--- config.mk ---
export PLATFORM = sky130hd
export DESIGN_NAME = scan_packet_body_framer
export DESIGN_NICKNAME = d
export VERILOG_FILES = /design/src/hw/scan_framer_pkg.sv /design/src/hw/beat_fifo.sv /design/src/hw/scan_packet_body_framer.sv
export SDC_FILE = /design/constraint.sdc
export NUM_CORES = 2
export LEC_CHECK = 0
export BUFFER_PORTS_ARGS = -buffer_cell sky130_fd_sc_hd__buf_2
export CORE_AREA = 2 2 305 307
export CTS_CLUSTER_SIZE = 10
export DETAILED_ROUTE_END_ITERATION = 8
export DIE_AREA = 0 0 307 309
export PLACE_DENSITY = 0.71
export SYNTH_ARGS = -nofsm -noshare
export SYNTH_HDL_FRONTEND = slang
export SYNTH_SLANG_ARGS = --single-unit
--- constraint.sdc ---
create_clock -name clock_i -period 4.2 [get_ports clock_i]
set_input_delay 0.63 -clock clock_i [delete_from_list [all_inputs] [get_ports clock_i]]
set_output_delay 0.63 -clock clock_i [all_outputs]
set_load 0.02 [all_outputs]
--- src/hw/scan_framer_pkg.sv ---
// Package with constants and carrier types of the scan packet body framer.
package scan_framer_pkg;

  // ---------------------------------------------------------------------
  // Pre-header constants
  // ---------------------------------------------------------------------
  localparam logic [7:0] SOP_FIRST = 8'hee;
  localparam logic [7:0] SOP_SECOND = 8'hff;
  localparam logic [7:0] VERSION_MAJOR = 8'h01;
  localparam logic [7:0] VERSION_MINOR = 8'h08;
  localparam logic [7:0] TYPE_CLOUD = 8'h00;
  localparam logic [7:0] TYPE_INERTIAL = 8'h01;
  localparam logic [7:0] RESERVED_BYTE = 8'h00;

  // ---------------------------------------------------------------------
  // Packet lengths in bytes, counted from the first pre-header byte
  // ---------------------------------------------------------------------
  localparam logic [6:0] CLOUD_LEN = 7'h4c;     // 76 covered and sent.
  localparam logic [6:0] INERTIAL_LEN = 7'h20;  // 32 covered, pad included.
  localparam logic [6:0] INERTIAL_SENT = 7'h1e; // 30 sent.
  localparam logic [6:0] CRC_LAST = 7'h03;      // Index of last CRC byte.

  // ---------------------------------------------------------------------
  // Checksum, side-data, sequence and FIFO constants
  // ---------------------------------------------------------------------
  localparam logic [31:0] CRC_POLY = 32'h04c11db7;
  localparam logic [31:0] CRC_INIT = 32'hffffffff;
  localparam logic [7:0] SLOT_FIRST = 8'h0c;
  localparam logic [7:0] SLOT_LAST = 8'h13;
  localparam logic [15:0] SEQ_RESET = 16'h0000;
  localparam int FIFO_DEPTH = 16;

  // ---------------------------------------------------------------------
  // Carrier types
  // ---------------------------------------------------------------------
  typedef enum logic [1:0] {
    ST_IDLE = 2'b00,
    ST_BODY = 2'b01,
    ST_CRC = 2'b10
  } framer_state_t;

  typedef struct packed {
    logic [31:0] usec;
    logic [7:0] second;
    logic [7:0] minute;
    logic [7:0] hour;
    logic [7:0] day;
    logic [7:0] month;
    logic [7:0] year;
  } stamp_t;

  typedef struct packed {
    logic [15:0] azimuth;
    logic [15:0][15:0] range;
    logic [15:0][7:0] reflect;
    logic [15:0][1:0] contam;
  } cloud_sample_t;

  typedef struct packed {
    logic [15:0] gyro_z;
    logic [15:0] gyro_y;
    logic [15:0] gyro_x;
    logic [15:0] accel_z;
    logic [15:0] accel_y;
    logic [15:0] accel_x;
  } inertial_sample_t;

  typedef struct packed {
    logic last;
    logic [7:0] data;
  } stream_beat_t;

endpackage

--- src/hw/beat_fifo.sv ---
// Flip-flop FIFO with valid and ready on both sides.
`timescale 1ns/1ns
module beat_fifo #(
  parameter int WIDTH = 9,
  parameter int DEPTH = 16
) (
  // Clock and reset.
  input wire logic clock_i,
  input wire logic nrst_i,
  // Filling side.
  input wire logic in_valid_i,
  input wire logic [WIDTH-1:0] in_data_i,
  output logic in_ready_o,
  // Draining side.
  output logic out_valid_o,
  output logic [WIDTH-1:0] out_data_o,
  input wire logic out_ready_i
);

  localparam int AW = $clog2(DEPTH);

  logic [WIDTH-1:0] mem [DEPTH];
  logic [AW:0] wr_ptr;
  logic [AW:0] rd_ptr;
  wire logic full = (wr_ptr[AW] != rd_ptr[AW]) &&
                    (wr_ptr[AW-1:0] == rd_ptr[AW-1:0]);
  wire logic empty = (wr_ptr == rd_ptr);
  wire logic push = in_valid_i && !full;
  wire logic pop = out_ready_i && !empty;

  // Handshakes follow the fill level directly.
  assign in_ready_o = !full;
  assign out_valid_o = !empty;
  assign out_data_o = mem[rd_ptr[AW-1:0]];

  // Storage is written only, it needs no reset.
  always_ff @(posedge clock_i) begin
    if (push) begin
      mem[wr_ptr[AW-1:0]] <= in_data_i;
    end
  end

  // Pointers carry one extra bit to tell full from empty.
  always_ff @(posedge clock_i or negedge nrst_i) begin
    if (!nrst_i) begin
      wr_ptr <= '0;
      rd_ptr <= '0;
    end else begin
      if (push) begin
        wr_ptr <= wr_ptr + 1'b1;
      end
      if (pop) begin
        rd_ptr <= rd_ptr + 1'b1;
      end
    end
  end

endmodule // beat_fifo

--- src/hw/scan_packet_body_framer.sv ---
// Framer that builds whole point cloud and inertial packets as bytes.
`timescale 1ns/1ns

module scan_packet_body_framer (
  // Clock and reset.
  input wire logic clock_i,
  input wire logic nrst_i,
  // Packet request, taken while idle.
  input wire logic req_valid_i,
  input wire logic req_inertial_i,
  output logic req_ready_o,
  // Packet contents, sampled when the request is taken.
  input wire scan_framer_pkg::stamp_t stamp_i,
  input wire scan_framer_pkg::cloud_sample_t cloud_i,
  input wire scan_framer_pkg::inertial_sample_t inertial_i,
  input wire logic [63:0] sw_version_i,
  input wire logic [63:0] fw_version_i,
  // Outgoing byte stream.
  output logic out_valid_o,
  output scan_framer_pkg::stream_beat_t out_beat_o,
  input wire logic out_ready_i,
  // Status.
  output logic busy_o,
  output logic [15:0] cloud_packet_seq_o,
  output logic [15:0] inertial_packet_seq_o
);

  // -----------------------------------------------------------------------
  // Checksum step
  // -----------------------------------------------------------------------

  // Advances a CRC-32/MPEG-2 state by one byte, most significant bit first.
  function automatic logic [31:0] crc_step(input logic [31:0] crc,
                                           input logic [7:0] data);
    logic [31:0] c;
    c = crc ^ {data, 24'h000000};
    for (int i = 0; i < 8; i++) begin
      c = c[31] ? ((c << 1) ^ scan_framer_pkg::CRC_POLY) : (c << 1);
    end
    return c;
  endfunction

  // -----------------------------------------------------------------------
  // State
  // -----------------------------------------------------------------------
  scan_framer_pkg::framer_state_t state;
  logic inertial;
  scan_framer_pkg::stamp_t stamp;
  scan_framer_pkg::cloud_sample_t cloud;
  scan_framer_pkg::inertial_sample_t imu;
  logic [63:0] sw_version;
  logic [63:0] fw_version;
  logic [6:0] idx;
  logic [31:0] crc;
  logic [15:0] cloud_packet_seq;
  logic [15:0] inertial_packet_seq;
  logic [7:0] side_slot_index;

  // FIFO filling side.
  logic fifo_in_ready;
  logic fifo_in_valid;
  scan_framer_pkg::stream_beat_t fifo_in_beat;

  // -----------------------------------------------------------------------
  // Packet images, byte 0 in the lowest bits
  // -----------------------------------------------------------------------

  // Pre-header: start bytes, structure version, reserved and type.
  wire logic [7:0] type_byte = inertial ? scan_framer_pkg::TYPE_INERTIAL
                                        : scan_framer_pkg::TYPE_CLOUD;
  wire logic [47:0] pre_flat = {type_byte,
                                scan_framer_pkg::RESERVED_BYTE,
                                scan_framer_pkg::VERSION_MINOR,
                                scan_framer_pkg::VERSION_MAJOR,
                                scan_framer_pkg::SOP_SECOND,
                                scan_framer_pkg::SOP_FIRST};

  // Header: date bytes year first, then the microsecond stamp.
  wire logic [79:0] stamp_flat = {stamp.usec, stamp.second, stamp.minute,
                                  stamp.hour, stamp.day, stamp.month,
                                  stamp.year};

  // Measurement block, one three-byte entry per channel.
  logic [383:0] block_flat;
  for (genvar ch = 0; ch < 16; ch++) begin : g_entry
    // Range in 4 mm steps, then reflectance in 1 percent steps.
    assign block_flat[ch*24 +: 24] = {cloud.reflect[ch],
                                      cloud.range[ch]};
  end

  // Side data: version pair chosen by the low bits of the slot index.
  wire logic slot_is_fw = side_slot_index[4];
  wire logic [1:0] slot_pair = ~side_slot_index[1:0];
  wire logic [63:0] version_sel = slot_is_fw ? fw_version
                                             : sw_version;
  wire logic [63:0] version_shift = version_sel << {slot_pair, 4'h0};
  wire logic [15:0] side_data = {version_shift[55:48],
                                 version_shift[63:56]};

  // Whole covered cloud packet, 76 bytes.
  wire logic [607:0] cloud_flat = {cloud_packet_seq,
                                   side_data,
                                   side_slot_index,
                                   scan_framer_pkg::RESERVED_BYTE,
                                   cloud.contam,
                                   block_flat,
                                   cloud.azimuth,
                                   stamp_flat,
                                   pre_flat};

  // Whole covered inertial packet, 30 bytes and two zero pad bytes.
  wire logic [255:0] imu_flat = {16'h0000,
                                 inertial_packet_seq,
                                 imu.gyro_z, imu.gyro_y,
                                 imu.gyro_x,
                                 imu.accel_z, imu.accel_y,
                                 imu.accel_x,
                                 stamp_flat,
                                 pre_flat};

  // -----------------------------------------------------------------------
  // Byte selection and stepping
  // -----------------------------------------------------------------------

  // Current covered byte, index bounded by the packet kind.
  wire logic [7:0] cloud_byte = cloud_flat[{idx, 3'b000} +: 8];
  wire logic [7:0] imu_byte = imu_flat[{idx[4:0], 3'b000} +: 8];
  wire logic [7:0] cur_byte = inertial ? imu_byte : cloud_byte;

  // Lengths of the covered range and of the bytes that go out.
  wire logic [6:0] cover_len = inertial ? scan_framer_pkg::INERTIAL_LEN
                                        : scan_framer_pkg::CLOUD_LEN;
  wire logic [6:0] sent_len = inertial ? scan_framer_pkg::INERTIAL_SENT
                                       : scan_framer_pkg::CLOUD_LEN;

  // Pad bytes feed the checksum but never reach the stream.
  wire logic in_body = (state == scan_framer_pkg::ST_BODY);
  wire logic in_crc = (state == scan_framer_pkg::ST_CRC);
  wire logic is_pad = in_body && (idx >= sent_len);
  wire logic body_step = in_body && (is_pad || fifo_in_ready);
  wire logic body_done = body_step && (idx == cover_len - 7'h01);
  wire logic crc_step_ok = in_crc && fifo_in_ready;
  wire logic crc_done = crc_step_ok && (idx == scan_framer_pkg::CRC_LAST);
  wire logic take_req = (state == scan_framer_pkg::ST_IDLE) && req_valid_i;

  // Checksum bytes leave least significant first.
  wire logic [7:0] crc_byte = crc[{idx[1:0], 3'b000} +: 8];

  // Beat towards the FIFO; the last checksum byte closes the packet.
  assign fifo_in_valid = (in_body && !is_pad) || in_crc;
  assign fifo_in_beat.data = in_crc ? crc_byte : cur_byte;
  assign fifo_in_beat.last = crc_done;

  // Status outputs.
  assign req_ready_o = (state == scan_framer_pkg::ST_IDLE);
  assign busy_o = !req_ready_o;
  assign cloud_packet_seq_o = cloud_packet_seq;
  assign inertial_packet_seq_o = inertial_packet_seq;

  // -----------------------------------------------------------------------
  // Sequencer
  // -----------------------------------------------------------------------

  // Walks idle, covered bytes and checksum bytes.
  always_ff @(posedge clock_i or negedge nrst_i) begin
    if (!nrst_i) begin
      state <= scan_framer_pkg::ST_IDLE;
      idx <= '0;
    end else begin
      case (state)
        scan_framer_pkg::ST_IDLE: begin
          if (take_req) begin
            state <= scan_framer_pkg::ST_BODY;
            idx <= '0;
          end
        end
        scan_framer_pkg::ST_BODY: begin
          if (body_done) begin
            state <= scan_framer_pkg::ST_CRC;
            idx <= '0;
          end else if (body_step) begin
            idx <= idx + 7'h01;
          end
        end
        scan_framer_pkg::ST_CRC: begin
          if (crc_done) begin
            state <= scan_framer_pkg::ST_IDLE;
            idx <= '0;
          end else if (crc_step_ok) begin
            idx <= idx + 7'h01;
          end
        end
        default: begin
          state <= scan_framer_pkg::ST_IDLE;
          idx <= '0;
        end
      endcase
    end
  end

  // Checksum runs over every covered byte, pad bytes included.
  always_ff @(posedge clock_i or negedge nrst_i) begin
    if (!nrst_i) begin
      crc <= scan_framer_pkg::CRC_INIT;
    end else if (take_req) begin
      crc <= scan_framer_pkg::CRC_INIT;
    end else if (body_step) begin
      crc <= crc_step(crc, cur_byte);
    end
  end

  // Packet contents are frozen for the whole packet.
  always_ff @(posedge clock_i or negedge nrst_i) begin
    if (!nrst_i) begin
      inertial <= 1'b0;
      stamp <= '0;
      cloud <= '0;
      imu <= '0;
      sw_version <= '0;
      fw_version <= '0;
    end else if (take_req) begin
      inertial <= req_inertial_i;
      stamp <= stamp_i;
      cloud <= cloud_i;
      imu <= inertial_i;
      sw_version <= sw_version_i;
      fw_version <= fw_version_i;
    end
  end

  // Sequence numbers advance once a packet's last byte is queued.
  always_ff @(posedge clock_i or negedge nrst_i) begin
    if (!nrst_i) begin
      cloud_packet_seq <= scan_framer_pkg::SEQ_RESET;
      inertial_packet_seq <= scan_framer_pkg::SEQ_RESET;
    end else if (crc_done) begin
      if (inertial) begin
        inertial_packet_seq <= inertial_packet_seq + 16'h0001;
      end else begin
        cloud_packet_seq <= cloud_packet_seq + 16'h0001;
      end
    end
  end

  // Slot index cycles through both version ranges, one per cloud packet.
  always_ff @(posedge clock_i or negedge nrst_i) begin
    if (!nrst_i) begin
      side_slot_index <= scan_framer_pkg::SLOT_FIRST;
    end else if (crc_done && !inertial) begin
      if (side_slot_index == scan_framer_pkg::SLOT_LAST) begin
        side_slot_index <= scan_framer_pkg::SLOT_FIRST;
      end else begin
        side_slot_index <= side_slot_index + 8'h01;
      end
    end
  end

  // -----------------------------------------------------------------------
  // Output buffer
  // -----------------------------------------------------------------------

  // Back-pressure from the stream stalls the sequencer through the FIFO.
  beat_fifo #(
    .WIDTH($bits(scan_framer_pkg::stream_beat_t)),
    .DEPTH(scan_framer_pkg::FIFO_DEPTH)
  ) u_fifo (
    .clock_i(clock_i),
    .nrst_i(nrst_i),
    .in_valid_i(fifo_in_valid),
    .in_data_i(fifo_in_beat),
    .in_ready_o(fifo_in_ready),
    .out_valid_o(out_valid_o),
    .out_data_o(out_beat_o),
    .out_ready_i(out_ready_i)
  );

endmodule // scan_packet_body_framer

# Word level (Yosys, flattened, before mapping)
# Memories as Yosys holds them, arrays and structs flattened.
# Index checks and enable logic that the tools add are counted.
# Widths: inputs -> output; s select.
[op_classes]
n_shift = 4
n_reduce_logical = 24
n_eq_ne = 13
bitwise_logic = 11
n_mul = 0
n_lt_le_gt_ge = 1
n_div = 0
n_mux = 29
n_addsub = 7
[ops]
columns = ["operator", "count"]
rows = [
  ["$shiftx 608x11->8", 1],
  ["$shiftx 256x9->8", 1],
  ["$mux 27", 8],
  ["$not 14->14", 8],
  ["$mux 32", 2],
  ["$mux 64", 1],
  ["$shl 64x6->64", 1],
  ["$mux 7", 7],
  ["$add 16x1->16 const B", 2],
  ["$shiftx 32x6->8", 1],
  ["$xor 32x32->32", 1],
  ["$mux 8", 3],
  ["$pmux 7 s3", 1],
  ["$logic_and 1x1->1", 11],
  ["$add 5x1->5 const B", 2],
  ["$add 8x1->8 const B", 1],
  ["$eq 8x5->1 const B", 1],
  ["$add 7x1->7 const B", 1],
  ["$eq 7x2->1 const B", 1],
  ["$eq 7x7->1", 1],
  ["$ge 7x7->1", 1],
  ["$sub 7x1->7 const B", 1],
  ["$mux 2", 3],
  ["$ne 2x1->1 const B", 3],
  ["16 further kinds", 26],
]
[totals]
elab_cells = 163
mem_count = 1
inputBits = 741
latchBits = 0
regBits = 828
mem_bits_rw = 144
romBits = 0
[mem_list]
columns = ["name", "words", "word_bits", "rd", "rd_ports_with_merged_regs", "write_ports", "line", "rtl"]
rows = [
  ["u_fifo.mem", 16, 9, 1, 0, 1, "beat_fifo.sv:22", "logic [WIDTH-1:0] mem [DEPTH];"],
]

# Depth between registers and ports, before layout
[logic_depth]
depth_word = 23
mapped_depth = 16

# By module
# A second synthesis with hierarchy kept.
[hier_totals]
hier_cells = 4568
hier_area_um2 = 45625.0
[modules_own_cells]
columns = ["mod", "instances", "cells_each", "area_each_um2", "seq_area_each_um2"]
rows = [
  ["scan_packet_body_framer", 1, 4248, 39293.9, 20512.2],
  ["beat_fifo", 1, 320, 6331.1, 4574.4],
]

# Worst setup path before layout
# OpenSTA, ideal clock, no wires.
[synth_path]
path_kind = "reg-to-reg"
startpoint = "reg idx[0]"
endpoint = "reg crc[6]"
path_slack_ns = 0.735
stages_incl_launch_ff = 13
t_arrival_ns = 3.392
t_required_ns = 4.127
path_buffers = 3
setup_time_ns = 0.073
cell_sequence = "dfrtp_1 -> buf_6 -> buf_12 -> buf_4 -> mux4_2 -> a22oi_1 -> nand3_1 -> and2_0 -> o41ai_4 -> xor2_4 -> xnor3_1 -> xnor3_1 -> a21oi_1"
[synth_via]
elab_chain_len = 16
[synth_rtl]
columns = ["element", "line", "rtl"]
rows = [
  ["start, declared", "scan_packet_body_framer.sv:53", "logic [6:0] idx;"],
  ["start signal, assigned", "scan_packet_body_framer.sv:182", "idx <= idx + 7'h01;"],
  ["start signal, assigned", "scan_packet_body_framer.sv:190", "idx <= idx + 7'h01;"],
  ["$shiftx 608x11->8 / $shiftx 256x9->8 (equally long branches)", "scan_packet_body_framer.sv:126, scan_packet_body_framer.sv:127", ""],
  ["$mux 8", "scan_packet_body_framer.sv:128", "wire logic [7:0] cur_byte = inertial ? imu_byte : cloud_byte;"],
  ["$xor 32x32->32", "scan_packet_body_framer.sv:36", "c = crc ^ {data, 24'h000000};"],
  ["$mux 27", "scan_packet_body_framer.sv:38", "c = c[31] ? ((c << 1) ^ scan_framer_pkg::CRC_POLY) : (c << 1);"],
  ["$not 14->14 (no source line)", "--", ""],
  ["$mux 27", "scan_packet_body_framer.sv:38", ""],
  ["$not 14->14 (no source line)", "--", ""],
  ["$mux 27 (2 in a row)", "scan_packet_body_framer.sv:38", ""],
  ["$not 14->14 (no source line)", "--", ""],
  ["$mux 27", "scan_packet_body_framer.sv:38", ""],
  ["$not 14->14 (no source line)", "--", ""],
  ["$mux 27 (2 in a row)", "scan_packet_body_framer.sv:38", ""],
  ["$mux 32", "scan_packet_body_framer.sv:207", "end else if (body_step) begin"],
  ["$mux 32", "scan_packet_body_framer.sv:205", "end else if (take_req) begin"],
  ["end signal, assigned", "scan_packet_body_framer.sv:204", "crc <= scan_framer_pkg::CRC_INIT;"],
  ["end signal, assigned", "scan_packet_body_framer.sv:206", "crc <= scan_framer_pkg::CRC_INIT;"],
  ["end signal, assigned", "scan_packet_body_framer.sv:208", "crc <= crc_step(crc, cur_byte);"],
  ["end, declared", "scan_packet_body_framer.sv:54", "logic [31:0] crc;"],
]
# Parallel ways exist; a longest one is shown, timed or not. The select of a mux whose other input is x is not followed.
# A chain may end at the register's enable or synchronous reset.

# Final worst setup path
[layout_path]
startpoint = "reg idx[0]"
endpoint = "reg crc[4]"
[layout_via]
elab_chain_len = 13
[layout_rtl]
columns = ["element", "line"]
rows = [
  ["$shiftx 608x11->8 / $shiftx 256x9->8 (equally long branches)", "scan_packet_body_framer.sv:126, scan_packet_body_framer.sv:127"],
  ["$mux 8", "scan_packet_body_framer.sv:128"],
  ["$xor 32x32->32", "scan_packet_body_framer.sv:36"],
  ["$mux 27", "scan_packet_body_framer.sv:38"],
  ["$not 14->14 (no source line)", "--"],
  ["$mux 27", "scan_packet_body_framer.sv:38"],
  ["$not 14->14 (no source line)", "--"],
  ["$mux 27 (2 in a row)", "scan_packet_body_framer.sv:38"],
  ["$not 14->14 (no source line)", "--"],
  ["$mux 27", "scan_packet_body_framer.sv:38"],
  ["$mux 32", "scan_packet_body_framer.sv:207"],
  ["$mux 32", "scan_packet_body_framer.sv:205"],
]
# Parallel ways exist; a longest one is shown, timed or not. The select of a mux whose other input is x is not followed.

==> impl_metrics.yaml <==
pwr:
  p_leak_nw: 26.6
  power_frac_clock: 0.215
  p_int_w: 0.0260
  sw_frac_of_total: 0.380
  pwr-share-comb: 0.393
  ir_worst_vdd_uv: 434
  seqPwrFrac: 0.392
  power_switching_w: 0.0160
  fin_total_pwr_w: 0.0420
  power_density_mw_per_mm2: 772
placement:
  place_congestion: 0.975
  dpl-instance-area_sq_mm: 0.0511
  portBuffers: 784
  dp_hpwl_um: 125000
floorplanning:
  start_util: 0.499
  io_pins: 785
  fp.dieH_um: 309
  die_w_um: 307
  die_area_sq_mm: 0.0949
  rows: 111
  core_area_sq_mm: 0.0914
drt:
  via_per_inst: 5.72
  post_drt_wl_per_cell_um: 25.3
  ant_nets: 0
  post-route-drc-count: 0
  routed-via-count: 37300
  drt-initial-drc-count: 4437
  firstDrtPassIters: 6
  wl_um: 165000
logic_synthesis:
  netlist-cell-type-count: 90
  syn_nets: 5278
  syn_inst: 4520
  synth_edf_count: 144
  ys_warn_count: 0
  syn_avg_cell_area_sq_um: 10.1
  yosysSeqAreaShare: 0.551
  syn_area_sq_mm: 0.0456
  synth-async-reset-ratio: 0.852
  synth_top_area_frac: 0.436
  synth_flop_cell: "dfrtp_1"
  synth_area_leaders: "dfrtp_1 (44%), nand2_1 (19%), edfxtp_1 (9.5%)"
  synth_seq_cells: 972
  synth_top_cell_by_area: "dfrtp_1"
clock_network:
  clk_pin_slew_ps: 60
  h-tree-depth: 3
  cts_root_buffer: "clkbuf_16"
  numCtsBuffers: 111
  clk_path_buf_depth: 3
  cts_tree: "done"
  cts.sinks: 972
  cts_setup_buffers: 0
  insertion_delay_ps: 710
timing:
  fin_crit_ps: 4080
  fin_worst_skew_ps: 36.9
  max_slew.worst_pin.slew_ps: 1130
  setup_viol: 0
  max_freq_ghz: 0.245
  relSlewSlack: 0.245
  hold_viol_final: 0
  drv_slew: 0
  min_period_over_period: 0.971
run_status:
  outcome: "completed"
global_routing:
  grt_overflow: 0
  gr-usage-all-layers: 0.345
  grt_pass1_wl_um: 239000
  grt_start_max_net_pins: 128
  grt_pass1_vias: 36800
  antenna_found_initial: 10
min_path:
  hold_class: "input port to flip-flop"
layout:
  final_common_cell: "nand2_1"
  syn2layout_area_growth_pct: 19.5
  layout_common_cells: "nand2_1 (2306), dfrtp_1 (788), buf_2 (783)"
  drive_gt1_frac: 0.255
  fin_area_sq_mm: 0.0544
  fin_nets: 6017
worst_setup_path:
  cp_data_required_time_ps: 4810
  critPathCaptureType: "flip-flop"
  path_max_fanout: 15
  critPathLaunchType: "flip-flop"
  cp.arrival_ps: 4690
  crit_type: "flip-flop to flip-flop"
job:
  maxCapViolCount: 0
[timing repair]
item / 4_1_cts / 5_1_grt
resized for setup: 0 / 3
hold buffers: 1 / 0
endpoints found under the setup margin: 0 / 8
endpoints found under the hold margin: 47 / 0
[metal layers]
| layer | share of wire | vias up | GRT usage |
|---|---|---|---|
| met3 | 0.087 | 399 | 0.0588 |
| met4 | 0.058 | 6 | 0.180 |
| met2 | 0.47 | 2086 | 0.538 |
| li1 | - | 16500 | - |
| met5 | 0.00025 | - | 0 |
| met1 | 0.39 | 18400 | 0.467 |
[synthesized netlist by cell type (7+ instances only)]
library cell and count:
a31oi_1 7, and2_1 23, dfrtp_1 794, o21ai_0 25, and3_1 9, xor2_1 25
edfxtp_1 144, clkbuf_1 210, mux4_2 183, dfstp_2 34, xnor3_1 11, mux2_2 49
ha_1 17, buf_8 7, nand2_1 2307, nand4_1 16, xnor2_1 60, o211ai_1 21
nand2b_1 11, buf_6 10, mux2i_1 100, nand3_1 23, nor2b_1 12, buf_4 29
buf_1 15, nor3_1 26, a21oi_1 59, a22oi_1 27, o21ai_1 7, o22ai_1 11
nor2_1 42, a211oi_1 15, inv_1 17, a221oi_1 16, buf_2 26
[through the flow]
step           worst slack [ps]  hold slack, ps  TNS, ps  instances  utilization
2_1_floorplan               735             334        0       4520            -
3_3_place_gp                210             452        0       6331        0.559
3_5_place_dp                174             459        0       6331        0.559
4_1_cts                     130            84.1        0       6514        0.595
5_1_grt                   -47.8             106    -99.3       6519        0.596
6_report                    120             116        0       6521        0.596
[state kept, by name, indices dropped and copies added, names as in the netlist, 2 cells and up]
register,flops
fw_version,64
u_fifo.wr_ptr,5
state,2
cloud_packet_seq_o,16
imu,96
u_fifo.mem,144
crc,32
side_slot_index,8
block_flat,384
inertial_packet_seq_o,16
idx,7
u_fifo.rd_ptr,5
cloud,48
sw_version,64
cloud_flat,80
[worst max-delay path, stage by stage, from the launching register on]
cell	delay (ps)
dfrtp_4	550
buf_12	200
buf_12	180
buf_12	160
mux4_2	510
a221oi_1	330
o21ai_0	340
o31ai_1	180
a22oi_2	180
xnor2_4	180
buf_4	180
xnor2_1	420
xnor3_1	390
o21ai_0	150
[worst paths after layout]
path                       depth (start not counted)                        endpoint                 startpoint  slack (ps)
setup / recovery                                  13              crc[4]$_DFFE_PN1P_         idx[0]$_DFFE_PN0P_         120
setup reg to reg                                  13              crc[4]$_DFFE_PN1P_         idx[0]$_DFFE_PN0P_         120
max in group asynchronous                          3  side_slot_index[4]$_DFFE_PN0P_                     nrst_i        2510
hold / removal                                     3      block_flat[90]$_DFFE_PN0P_                cloud_i[58]         120
hold reg to reg                                    2       block_flat[7]$_DFFE_PN0P_  block_flat[7]$_DFFE_PN0P_         470
min in group asynchronous                          2      sw_version[29]$_DFFE_PN0P_                     nrst_i         560
[power by group through the flow]
stage	Sequential, W	Clock, W	Combinational [W]
2_1_floorplan	0.0152	0	0.0116
3_3_place_gp	0.0165	0	0.0160
3_5_place_dp	0.0165	0	0.0163
4_1_cts	0.0164	0.00907	0.0164
5_1_grt	0.0168	0.00944	0.0180
6_report	0.0165	0.00903	0.0165
[layout make-up]
| class | instances | area (sq um) |
|---|---|---|
| Fill cell | 7729 | 36900 |
| Sequential cell | 972 | 25100 |
| Inverter | 19 | 71.3 |
| Multi-Input combinational cell | 3230 | 19000 |
| Timing Repair Buffer | 925 | 5500 |
| Clock buffer | 169 | 3070 |
| Clock inverter | 13 | 220 |
| Antenna cell | 7 | 17.5 |
| Tap cell | 1186 | 1480 |
[cells by family after synthesis]
kind of cell | count (synthesis) | synth area share
adders and majority gates | 17 | 0.00467
xor gates and xnor gates | 111 | 0.0292
AOI/OAI and AO/OA | 266 | 0.0425
buffers and inverters | 318 | 0.0334
DFF | 972 | 0.551
and+or+nand+nor | 2502 | 0.214
muxes | 334 | 0.125
(Power assumes the default switching activity.)
